### src/hw/txima_regs_pkg.sv
// Constants for the transmit link configuration and status register bank.
// Assumes a 16-bit host port with word addresses and a single system clock.
package txima_regs_pkg;
  localparam int unsigned ADDR_W = 12; // Host word address width
  localparam int unsigned DATA_W = 16; // Host data width
  localparam int unsigned NUM_LINKS = 16; // Physical transmit links
  localparam int unsigned NUM_GROUPS = 8; // Inverse-mux groups
  localparam int unsigned ID_W = 5; // Logical label width
  localparam int unsigned PER_W = 4; // Integration period code width
  // Register offsets (word addresses)
  localparam logic [11:0] LABEL_BASE = 12'h0336;
  localparam logic [11:0] LABEL_LAST = 12'h033d;
  localparam logic [11:0] ACTIVE_ADDR = 12'h0345;
  localparam logic [11:0] MODE_ADDR = 12'h0346;
  localparam logic [11:0] GRP_CNT_ADDR = 12'h0401;
  localparam logic [11:0] LNK_CNT_ADDR = 12'h0402;
  localparam logic [11:0] RATE_BASE = 12'h0403;
  localparam logic [11:0] RATE_LAST = 12'h0406;
  // Field positions
  localparam int unsigned LABEL_LO_LSB = 0; // Lower link label, bits 4:0
  localparam int unsigned LABEL_HI_LSB = 8; // Upper link label, bits 12:8
  localparam int unsigned RATE_LO_LSB = 0; // Group n period, bits 3:0
  localparam int unsigned RATE_RSV_LSB = 4; // Reserved r/w, bits 7:4
  localparam int unsigned RATE_HI_LSB = 8; // Group n+4 period, bits 11:8
  localparam int unsigned PAIR_STRIDE = 8; // Link k pairs with link k+8
  localparam int unsigned GRP_STRIDE = 4; // Group n pairs with group n+4
  // Reset values
  localparam logic [15:0] LABEL_RST = 16'h0000;
  localparam logic [15:0] ACTIVE_RST = 16'h0000;
  localparam logic [15:0] MODE_RST = 16'hffff;
  localparam logic [15:0] GRP_CNT_RST = 16'h0000;
  localparam logic [15:0] LNK_CNT_RST = 16'h0000;
  localparam logic [15:0] RATE_RST = 16'h0c0c;
  localparam logic [15:0] RATE_MASK = 16'h0fff; // Bits 15:12 read zero
  localparam logic [15:0] GRP_CNT_MASK = 16'h00ff; // Bits 15:8 read zero
  localparam logic [15:0] UNMAPPED_RD = 16'h0000; // Read data off the map
  localparam logic [3:0] PERIOD_RSV = 4'hf; // Reserved period code
  localparam int unsigned PERIOD_BASE_LOG2 = 8; // Code 0 means 2**8 clocks
endpackage

### src/hw/txima_sync2.sv
// Two-flop synchroniser for a vector of levels from outside the clock domain.
// Assumes each bit is a slow level; no multi-bit coherence is promised.
module txima_sync2 #(
  parameter int unsigned WIDTH = 1,
  parameter logic [WIDTH-1:0] RST_VAL = '0
) (
  input wire logic clk_i,
  input wire logic rst_n_i,
  input wire logic [WIDTH-1:0] d_i,
  output logic [WIDTH-1:0] q_o
);
  logic [WIDTH-1:0] meta_reg; // First stage, read only by the second
  logic [WIDTH-1:0] meta_next;
  logic [WIDTH-1:0] q_reg; // Second stage, safe to use
  logic [WIDTH-1:0] q_next;

  // Shift the level along
  always_comb begin
    meta_next = d_i;
    q_next = meta_reg;
  end

  // Register stages
  always_ff @(posedge clk_i or negedge rst_n_i) begin
    if (!rst_n_i) begin
      meta_reg <= RST_VAL;
      q_reg <= RST_VAL;
    end else begin
      meta_reg <= meta_next;
      q_reg <= q_next;
    end
  end

  assign q_o = q_reg;
endmodule

### src/hw/txima_regs.sv
// Transmit link configuration and status register bank: link labels,
// activity and mode status, counter selects and rate integration periods.
// Assumes a synchronous host port (chip select, read and write strobes) on
// clk_i, and mode/start levels from the transmit core arriving unsynchronised.
module txima_regs #(
  parameter int unsigned NUM_LINKS = txima_regs_pkg::NUM_LINKS,
  parameter int unsigned NUM_GROUPS = txima_regs_pkg::NUM_GROUPS
) (
  input wire logic clk_i,
  input wire logic arst_n_i,
  // Host port
  input wire logic cs_i,
  input wire logic rd_i,
  input wire logic wr_i,
  input wire logic [11:0] addr_i,
  input wire logic [15:0] wdata_i,
  output logic [15:0] rdata_o,
  output logic rvalid_o,
  // Transmit core status, asynchronous levels
  input wire logic [NUM_LINKS-1:0] link_mux_mode_i,
  input wire logic [NUM_LINKS-1:0] link_sched_started_i,
  // Configuration to the transmit core
  output logic [NUM_LINKS*5-1:0] logical_link_label_o,
  output logic [NUM_LINKS-1:0] label_valid_o,
  output logic [NUM_GROUPS-1:0] group_user_only_o,
  output logic [NUM_LINKS-1:0] link_user_only_o,
  output logic [NUM_GROUPS*4-1:0] cell_rate_estimate_period_o,
  output logic [NUM_GROUPS-1:0] period_code_rsv_o
);
  localparam int unsigned NPAIR = NUM_LINKS / 2;
  localparam int unsigned NRATE = NUM_GROUPS / 2;

  // Reset release through two flops
  logic rst_sync1_reg;
  logic rst_n; // Released reset used everywhere else
  always_ff @(posedge clk_i or negedge arst_n_i) begin
    if (!arst_n_i) begin
      rst_sync1_reg <= 1'b0;
      rst_n <= 1'b0;
    end else begin
      rst_sync1_reg <= 1'b1;
      rst_n <= rst_sync1_reg;
    end
  end

  // Core status levels cross into this domain
  logic [NUM_LINKS-1:0] mux_mode_s; // Synchronised mux mode per link
  logic [NUM_LINKS-1:0] started_s; // Synchronised scheduler start
  txima_sync2 #(.WIDTH(NUM_LINKS), .RST_VAL('0)) u_sync_mode (
    .clk_i(clk_i),
    .rst_n_i(rst_n),
    .d_i(link_mux_mode_i),
    .q_o(mux_mode_s)
  );
  txima_sync2 #(.WIDTH(NUM_LINKS), .RST_VAL('0)) u_sync_start (
    .clk_i(clk_i),
    .rst_n_i(rst_n),
    .d_i(link_sched_started_i),
    .q_o(started_s)
  );

  // Register storage
  logic [15:0] label_reg [NPAIR]; // Link label pairs
  logic [15:0] label_next [NPAIR];
  logic [15:0] rate_reg [NRATE]; // Integration period pairs
  logic [15:0] rate_next [NRATE];
  logic [15:0] grp_cnt_reg; // Group counter select
  logic [15:0] grp_cnt_next;
  logic [15:0] lnk_cnt_reg; // Link counter select
  logic [15:0] lnk_cnt_next;
  logic [15:0] active_reg; // Link activity status
  logic [15:0] active_next;
  logic [15:0] mode_reg; // Mode status, one means outside mux
  logic [15:0] mode_next;
  logic [15:0] rdata_reg;
  logic [15:0] rdata_next;
  logic rvalid_reg;
  logic rvalid_next;
  logic [NUM_LINKS*5-1:0] label_out_reg;
  logic [NUM_LINKS*5-1:0] label_out_next;
  logic [NUM_LINKS-1:0] label_vld_reg;
  logic [NUM_LINKS-1:0] label_vld_next;
  logic [NUM_GROUPS*4-1:0] period_reg;
  logic [NUM_GROUPS*4-1:0] period_next;
  logic [NUM_GROUPS-1:0] prsv_reg;
  logic [NUM_GROUPS-1:0] prsv_next;

  logic wr_en; // Qualified write strobe
  logic rd_en; // Qualified read strobe
  assign wr_en = cs_i && wr_i;
  assign rd_en = cs_i && rd_i;

  // Next state: host writes, status capture, read mux, core outputs
  always_comb begin
    logic [11:0] idx;
    idx = 12'h000;
    for (int i = 0; i < NPAIR; i++) label_next[i] = label_reg[i];
    for (int i = 0; i < NRATE; i++) rate_next[i] = rate_reg[i];
    grp_cnt_next = grp_cnt_reg;
    lnk_cnt_next = lnk_cnt_reg;
    rdata_next = rdata_reg;
    rvalid_next = 1'b0;
    // Writes; label words stored whole, reserved label bits kept as written
    if (wr_en) begin
      if (addr_i >= txima_regs_pkg::LABEL_BASE &&
          addr_i <= txima_regs_pkg::LABEL_LAST) begin
        idx = addr_i - txima_regs_pkg::LABEL_BASE;
        label_next[idx[2:0]] = wdata_i;
      end else if (addr_i >= txima_regs_pkg::RATE_BASE &&
                   addr_i <= txima_regs_pkg::RATE_LAST) begin
        idx = addr_i - txima_regs_pkg::RATE_BASE;
        rate_next[idx[1:0]] = wdata_i & txima_regs_pkg::RATE_MASK;
      end else if (addr_i == txima_regs_pkg::GRP_CNT_ADDR) begin
        grp_cnt_next = wdata_i & txima_regs_pkg::GRP_CNT_MASK;
      end else if (addr_i == txima_regs_pkg::LNK_CNT_ADDR) begin
        lnk_cnt_next = wdata_i;
      end
    end
    // Mode status follows the core; active only inside mux mode
    mode_next = ~mux_mode_s;
    active_next = mux_mode_s & started_s;
    // Reads answer one cycle later; status registers are read-only
    if (rd_en) begin
      rvalid_next = 1'b1;
      rdata_next = txima_regs_pkg::UNMAPPED_RD;
      if (addr_i >= txima_regs_pkg::LABEL_BASE &&
          addr_i <= txima_regs_pkg::LABEL_LAST) begin
        idx = addr_i - txima_regs_pkg::LABEL_BASE;
        rdata_next = label_reg[idx[2:0]];
      end else if (addr_i >= txima_regs_pkg::RATE_BASE &&
                   addr_i <= txima_regs_pkg::RATE_LAST) begin
        idx = addr_i - txima_regs_pkg::RATE_BASE;
        rdata_next = rate_reg[idx[1:0]];
      end else if (addr_i == txima_regs_pkg::ACTIVE_ADDR) begin
        rdata_next = active_reg;
      end else if (addr_i == txima_regs_pkg::MODE_ADDR) begin
        rdata_next = mode_reg;
      end else if (addr_i == txima_regs_pkg::GRP_CNT_ADDR) begin
        rdata_next = grp_cnt_reg;
      end else if (addr_i == txima_regs_pkg::LNK_CNT_ADDR) begin
        rdata_next = lnk_cnt_reg;
      end
    end
    // Labels to the core, valid only for links in mux mode
    for (int k = 0; k < NPAIR; k++) begin
      label_out_next[k*5 +: 5] =
        label_reg[k][txima_regs_pkg::LABEL_LO_LSB +: 5];
      label_out_next[(k+txima_regs_pkg::PAIR_STRIDE)*5 +: 5] =
        label_reg[k][txima_regs_pkg::LABEL_HI_LSB +: 5];
    end
    label_vld_next = mux_mode_s;
    // Period codes and reserved-code flags per group
    for (int n = 0; n < NRATE; n++) begin
      period_next[n*4 +: 4] = rate_reg[n][txima_regs_pkg::RATE_LO_LSB +: 4];
      period_next[(n+txima_regs_pkg::GRP_STRIDE)*4 +: 4] =
        rate_reg[n][txima_regs_pkg::RATE_HI_LSB +: 4];
    end
    for (int g = 0; g < NUM_GROUPS; g++) begin
      prsv_next[g] =
        (period_next[g*4 +: 4] == txima_regs_pkg::PERIOD_RSV);
    end
  end

  // Registers
  always_ff @(posedge clk_i or negedge rst_n) begin
    if (!rst_n) begin
      for (int i = 0; i < NPAIR; i++)
        label_reg[i] <= txima_regs_pkg::LABEL_RST;
      for (int i = 0; i < NRATE; i++) rate_reg[i] <= txima_regs_pkg::RATE_RST;
      grp_cnt_reg <= txima_regs_pkg::GRP_CNT_RST;
      lnk_cnt_reg <= txima_regs_pkg::LNK_CNT_RST;
      active_reg <= txima_regs_pkg::ACTIVE_RST;
      mode_reg <= txima_regs_pkg::MODE_RST;
      rdata_reg <= txima_regs_pkg::UNMAPPED_RD;
      rvalid_reg <= 1'b0;
      label_out_reg <= '0;
      label_vld_reg <= '0;
      period_reg <= '0;
      prsv_reg <= '0;
    end else begin
      label_reg <= label_next;
      rate_reg <= rate_next;
      grp_cnt_reg <= grp_cnt_next;
      lnk_cnt_reg <= lnk_cnt_next;
      active_reg <= active_next;
      mode_reg <= mode_next;
      rdata_reg <= rdata_next;
      rvalid_reg <= rvalid_next;
      label_out_reg <= label_out_next;
      label_vld_reg <= label_vld_next;
      period_reg <= period_next;
      prsv_reg <= prsv_next;
    end
  end

  // Outputs straight from flops
  assign rdata_o = rdata_reg;
  assign rvalid_o = rvalid_reg;
  assign logical_link_label_o = label_out_reg;
  assign label_valid_o = label_vld_reg;
  assign group_user_only_o = grp_cnt_reg[NUM_GROUPS-1:0];
  assign link_user_only_o = lnk_cnt_reg[NUM_LINKS-1:0];
  assign cell_rate_estimate_period_o = period_reg;
  assign period_code_rsv_o = prsv_reg;
endmodule

### config.mk
export PLATFORM = sky130hd
export DESIGN_NAME = txima_regs
export DESIGN_NICKNAME = d
export VERILOG_FILES = /design/src/hw/txima_regs_pkg.sv /design/src/hw/txima_sync2.sv /design/src/hw/txima_regs.sv
export SDC_FILE = /design/constraint.sdc
export NUM_CORES = 1
export LEC_CHECK = 0
export ABC_AREA = 1
export CELL_PAD_IN_SITES_DETAIL_PLACEMENT = 0
export CELL_PAD_IN_SITES_GLOBAL_PLACEMENT = 2
export CORE_MARGIN = 2
export CORE_UTILIZATION = 43
export CTS_BUF_LIST = sky130_fd_sc_hd__clkbuf_16
export DETAILED_ROUTE_END_ITERATION = 8
export DONT_BUFFER_PORTS = 1
export HOLD_SLACK_MARGIN = 0.12
export PLACE_DENSITY_LB_ADDON = 0.1
export SLEW_MARGIN = 15
export SYNTH_ARGS = -nofsm -noshare
export SYNTH_HDL_FRONTEND = slang
export SYNTH_SLANG_ARGS = --single-unit
### constraint.sdc
create_clock -name clk_i -period 42.3 [get_ports clk_i]
set_clock_uncertainty 0.1 [all_clocks]
set_input_delay 6.345 -clock clk_i [delete_from_list [all_inputs] [get_ports clk_i]]
set_output_delay 6.345 -clock clk_i [all_outputs]
set_load 0.02 [all_outputs]
==> flow_summary.yaml, run 1 <==
synth:
  syn_nets: 1701
  postSynthAreaPerCell_um2: 10.3
  ys.warnings.count: 0
  ys_ff_latch: 451
  ys_types: 27
  synth_area_um2: 16800
  yosysSeqAreaShare: 0.674
  postSynthCellCount: 1627
critical_path:
  cp_max_fo: 97
  r2r_slack_ns: 39.50
  cp.required_ns: 42.64
  critical_path_class: "primary input to register"
  regToRegEndpoint: "cell_rate_estimate_period_o[5]"
  worstSetupEndpoint: "label_out_next[21]"
  r2r_cells: 2
  rr_startpoint: "rst_n"
  end_kind: "register"
  cp.arrival_ns: 9.23
  startpoint_type: "primary input"
  crit_start: "addr_i[0]"
grt:
  grt_pass1_vias: 10500
  grt_usage: 0.224
  grt.overflow.total: 0
  antenna_found_initial: 0
  grt_max_degree: 167
  grt_pass1_wl_um: 68400
clock_network:
  clock_sinks: 451
  postCtsHoldBufs: 0
  ctsResizeCount: 0
  clockRootBuffer: "clkbuf_16"
  cts_made_buffers: 47
  insertion_delay_ns: 0.58
  clkTransAtPathRegs_ns: 0.06
  h-tree-depth: 2
  cts_tree: "yes"
  clk_path_buf_depth: 3
  cts_setup_buffers: 0
power:
  p_clk_frac: 0.473
  combPwrFrac: 0.036
  p_total_mw: 0.907
  irDropWorstVdd_mv: 0.0407
  power.density_nw_per_um2: 48.8
  p_switching_mw: 0.203
  swShare: 0.224
  internal_power_mw: 0.704
  p_seq_frac: 0.491
  p_leak_nw: 8.96
detailed_routing:
  routed_wl_um: 44900
  vias: 10900
  vias_per_cell: 5.09
  drc: 0
  dr.pass1.iters: 5
  dr.first_iter.drc_count: 783
  wl_per_cell_um: 20.9
  antenna_left: 0
outcome:
  status: "completed"
timing:
  tightest_slew_ns: 1.03
  whs_ns: 0.243
  rsz0062_at_grt: "no"
  maxSlewViolCount: 0
  slew_headroom: 0.315
  setup_violations: 0
  finalCriticalPeriod_ns: 8.89
  tns_ns: 0
  hold_viol: 0
  fmax_mhz: 112
  setup_slack_ns: 33.41
  finalCritPeriodShare: 0.210
hold_path:
  hold_path_class: "register to register"
  worstHoldStart: "u_sync_start.meta_reg[1]"
finish:
  drive_above_1_share: 0.0890
  num-nets-final: 1666
  final_cell_mix: "dfrtp_1 (418), nand2_1 (395), nor2_1 (181), o21ai_0 (143), o21ai_1 (140)"
  final_common_cell: "dfrtp_1"
  area_growth_pct: 10.6
  final_cell_area_um2: 18600
floorplanning:
  coreArea_um2: 38600
  initial_core_util: 0.435
  die_w_um: 202
  rows: 72
  die_area_um2: 40700
  ios: 242
  die-height_um: 202
job:
  drv_cap: 0
place:
  postPlaceCellArea_um2: 17000
  port-buffer-count: 0
  hpwl_um: 29000
  gp_congestion: 0.834
  dp_slack_ns: 32.83
## worst max-delay path: stages
cell	delay [ns]
inv_2	0.49
buf_4	0.66
ha_1	0.25
o21ai_0	0.08
nand2_1	0.11
nand3_4	0.22
nor2_8	0.32
nand3_4	0.40
nand2_1	0.21
o21ai_2	0.07
## final cells by class
class / instances / area [um2]
Timing Repair Buffer: 7 / 65.1
Sequential cell: 451 / 11300
Inverter: 83 / 312
Tap cell: 518 / 648
Fill cell: 3571 / 20100
Clock inverter: 37 / 379
Clock buffer: 49 / 1230
Multi-Input combinational cell: 1002 / 4620
Antenna cell: 1 / 2.50
## worst min-delay path by stage
stage | end | cells after the start
CTS | u_sync_start.q_o[1] | 0
floorplan | rst_n | 0
global placement | u_sync_mode.q_o[8] | 0
detailed placement | u_sync_start.q_o[10] | 0
finish | u_sync_start.q_o[1] | 0
global route | u_sync_mode.q_o[12] | 0
## metal layers
layer	vias to the layer above	GRT usage	part of all wire
met5	-	0	0
met2	295	0.335	0.45
li1	5200	-	-
met3	73	0.0609	0.065
met1	5356	0.320	0.46
met4	0	0.0688	0.028
## logic make-up after synthesis
logic type,count (synthesis),synth area share
other,1,0.000223
AO/OA/AOI/OAI,348,0.110
adder cells (fa/ha/maj),9,0.00670
AND/OR/NAND/NOR,644,0.159
buffers and inverters,174,0.0511
flip-flops,451,0.674
## metrics by stage
step                      instances   util
final                          2148  0.481
after global routing           2147  0.481
after CTS                      2147  0.481
after detailed placement       2061  0.439
after global placement         2061  0.439
after floorplan                1627      -
## power groups by stage
stage / clock [mW] / sequential [mW] / combinational [mW]
global placement: 0 / 0.453 / 0.0337
CTS: 0.438 / 0.445 / 0.0339
global route: 0.456 / 0.446 / 0.0371
detailed placement: 0 / 0.453 / 0.0338
floorplan: 0 / 0.457 / 0.0178
finish: 0.429 / 0.445 / 0.0329
## cells in the mapped netlist
library cell / number / area share
nand4_1: 10 / 0.0037
nand3_2: 1 / 0.00060
nand2_1: 395 / 0.088
inv_2: 2 / 0.00045
dfrtp_1: 419 / 0.62
conb_1: 1 / 0.00022
clkbuf_1: 42 / 0.0094
ha_1: 9 / 0.0067
buf_1: 5 / 0.0011
nor2_2: 3 / 0.0011
nor2_8: 1 / 0.0012
o21ai_2: 16 / 0.0083
nor2_1: 181 / 0.040
o21ai_1: 140 / 0.042
nand3_4: 9 / 0.0094
nand2_4: 1 / 0.00067
o22ai_1: 29 / 0.011
nand3_1: 41 / 0.012
buf_2: 20 / 0.0060
buf_6: 24 / 0.016
nor3_1: 1 / 0.00030
o21ai_0: 143 / 0.043
dfstp_2: 32 / 0.050
inv_1: 81 / 0.018
a21oi_1: 19 / 0.0057
nand4_2: 1 / 0.00074
o221ai_1: 1 / 0.00052
Power figures use the tool's default switching activity.
==> run 2, diff against run 1 <==
CORE_UTILIZATION = 40   (was 43)
clock period = 8.4 ns   (was 42.3 ns; I/O delays follow)
==> run 2 against run 1 <==
  * Combinational power grew to 5.1 times the previous value
  * First-iteration DRC count is 10% higher
  * Via count hardly changed
  * Critical endpoint unchanged
  * Routed wire length is 3.3% higher
  * Worst hold slack better by 0.0036 ns
  * Clock-buffer cell count stayed put
  * Register-to-register slack worse by 34 ns
  * Die area is 7.3% higher
  * Largest power group unchanged
  * Critical path depth stayed put
  * Non-clock buffer count is 1 higher
  * Clock power grew to 4.9 times the previous value
  * Cell count is 1.1% higher
==> flow_summary.yaml, run 2 (synthesized netlist as in run 1, its figures left out) <==
grt:
  grt_usage: 0.217
  grt.overflow.total: 0
  grt_max_degree: 178
  grt_pass1_wl_um: 70800
  antenna_found_initial: 1
  grt_pass1_vias: 10800
detailed_routing:
  dr.pass1.iters: 5
  dr.first_iter.drc_count: 865
  vias_per_cell: 5.03
  vias: 10900
  routed_wl_um: 46400
  drc: 0
  wl_per_cell_um: 21.4
  antenna_left: 0
clock_network:
  insertion_delay_ns: 0.58
  cts_made_buffers: 48
  cts_setup_buffers: 0
  clockRootBuffer: "clkbuf_16"
  clk_path_buf_depth: 3
  ctsResizeCount: 0
  clock_sinks: 451
  h-tree-depth: 2
  clkTransAtPathRegs_ns: 0.06
  cts_tree: "yes"
  postCtsHoldBufs: 0
critical_path:
  cp.required_ns: 8.73
  end_kind: "register"
  critical_path_class: "primary input to register"
  cp.arrival_ns: 4.07
  r2r_slack_ns: 5.73
  cp_max_fo: 97
  startpoint_type: "primary input"
place:
  hpwl_um: 29900
  port-buffer-count: 0
  gp_congestion: 0.776
  dp_slack_ns: 4.14
finish:
  area_growth_pct: 10.5
  n_fill_cell: 3997
  antenna_cells: 0
  num-nets-final: 1668
  fin_util: 0.446
  final_cell_mix: "dfrtp_1 (418), nand2_1 (395), nor2_1 (181), o21ai_0 (143), o21ai_1 (140)"
  drive_above_1_share: 0.0907
  final_common_cell: "dfrtp_1"
hold_path:
  hold_path_class: "register to register"
floorplanning:
  die_area_um2: 43700
  die_w_um: 209
  initial_core_util: 0.403
  ios: 242
  die-height_um: 209
  rows: 75
  coreArea_um2: 41700
timing:
  tightest_slew_ns: 1.06
  finalCriticalPeriod_ns: 3.74
  fmax_mhz: 268
  setup_violations: 0
  rsz0062_at_grt: "no"
  slew_headroom: 0.291
  maxSlewViolCount: 0
  tns_ns: 0
  finalCritPeriodShare: 0.445
  setup_slack_ns: 4.66
  hold_viol: 0
job:
  drv_cap: 0
power:
  p_total_mw: 4.50
  power.density_nw_per_um2: 242
  p_leak_nw: 8.94
  irDropWorstVdd_mv: 0.185
outcome:
  status: "completed"
run 2: changes by cell type in the layout (fill, tap and decap cells not counted), moves of 2 or more:
cell	change
clkinv_1	+2
inv_6	-2
bufinv_16	-3
clkinv_4	+4
clkinvlp_4	+2
inv_1	-2
run 2: path summary, 6_finish.rpt:
check	to	depth (start not counted)	startpoint
max reg2reg	label_out_next[23]	2	rst_n
min reg2reg	u_sync_mode.q_o[6]	0	u_sync_mode.meta_reg[6]
max in group asynchronous	label_out_next[23]	2	rst_n
max	label_out_next[21]	10	addr_i[0]
min in group asynchronous	logical_link_label_o[25]	0	rst_n
min	u_sync_mode.q_o[6]	0	u_sync_mode.meta_reg[6]
run 2: power breakdown:
part | internal [mW] | switching, mW | leakage [nW]
clock | 1.21 | 0.874 | 0.786
combinational | 0.0334 | 0.134 | 2.18
sequential | 2.21 | 0.0310 | 5.97
total | 3.46 | 1.04 | 8.94
run 2: metal layers:
metal | wire [um] | up-vias | track usage
li1 | - | 5210 | -
met3 | 2880 | 77 | 0.0499
met5 | 0 | - | 0.00445
met2 | 20800 | 288 | 0.329
met4 | 1310 | 0 | 0.0749
met1 | 21400 | 5351 | 0.309
run 2: cell type report:
cell class | instances | area, um2 | area share
tap | 539 | 674 | 0.0363
sequential | 451 | 11300 | 0.610
inverter | 83 | 312 | 0.0168
multi-input combinational | 1002 | 4620 | 0.249
timing repair buffer | 8 | 85.1 | 0.00458
clock inverter | 39 | 327 | 0.0176
clock buffer | 49 | 1230 | 0.0660
run 2: worst max-delay path, cell delays in order:
cell	delay, ns
inv_2	0.23
buf_4	0.74
ha_1	0.26
o21ai_0	0.08
nand2_1	0.11
nand3_4	0.22
nor2_8	0.33
nand3_4	0.41
nand2_1	0.21
o21ai_2	0.07
run 2: metrics by stage:
stage | area, um2 | instances | hold slack, ns
2_1_floorplan | 16800 | 1627 | 0.231
3_3_place_gp | 17000 | 2083 | 0.231
3_5_place_dp | 17000 | 2083 | 0.235
4_1_cts | 18600 | 2171 | 0.236
5_1_grt | 18600 | 2171 | 0.250
6_report | 18600 | 2171 | 0.246
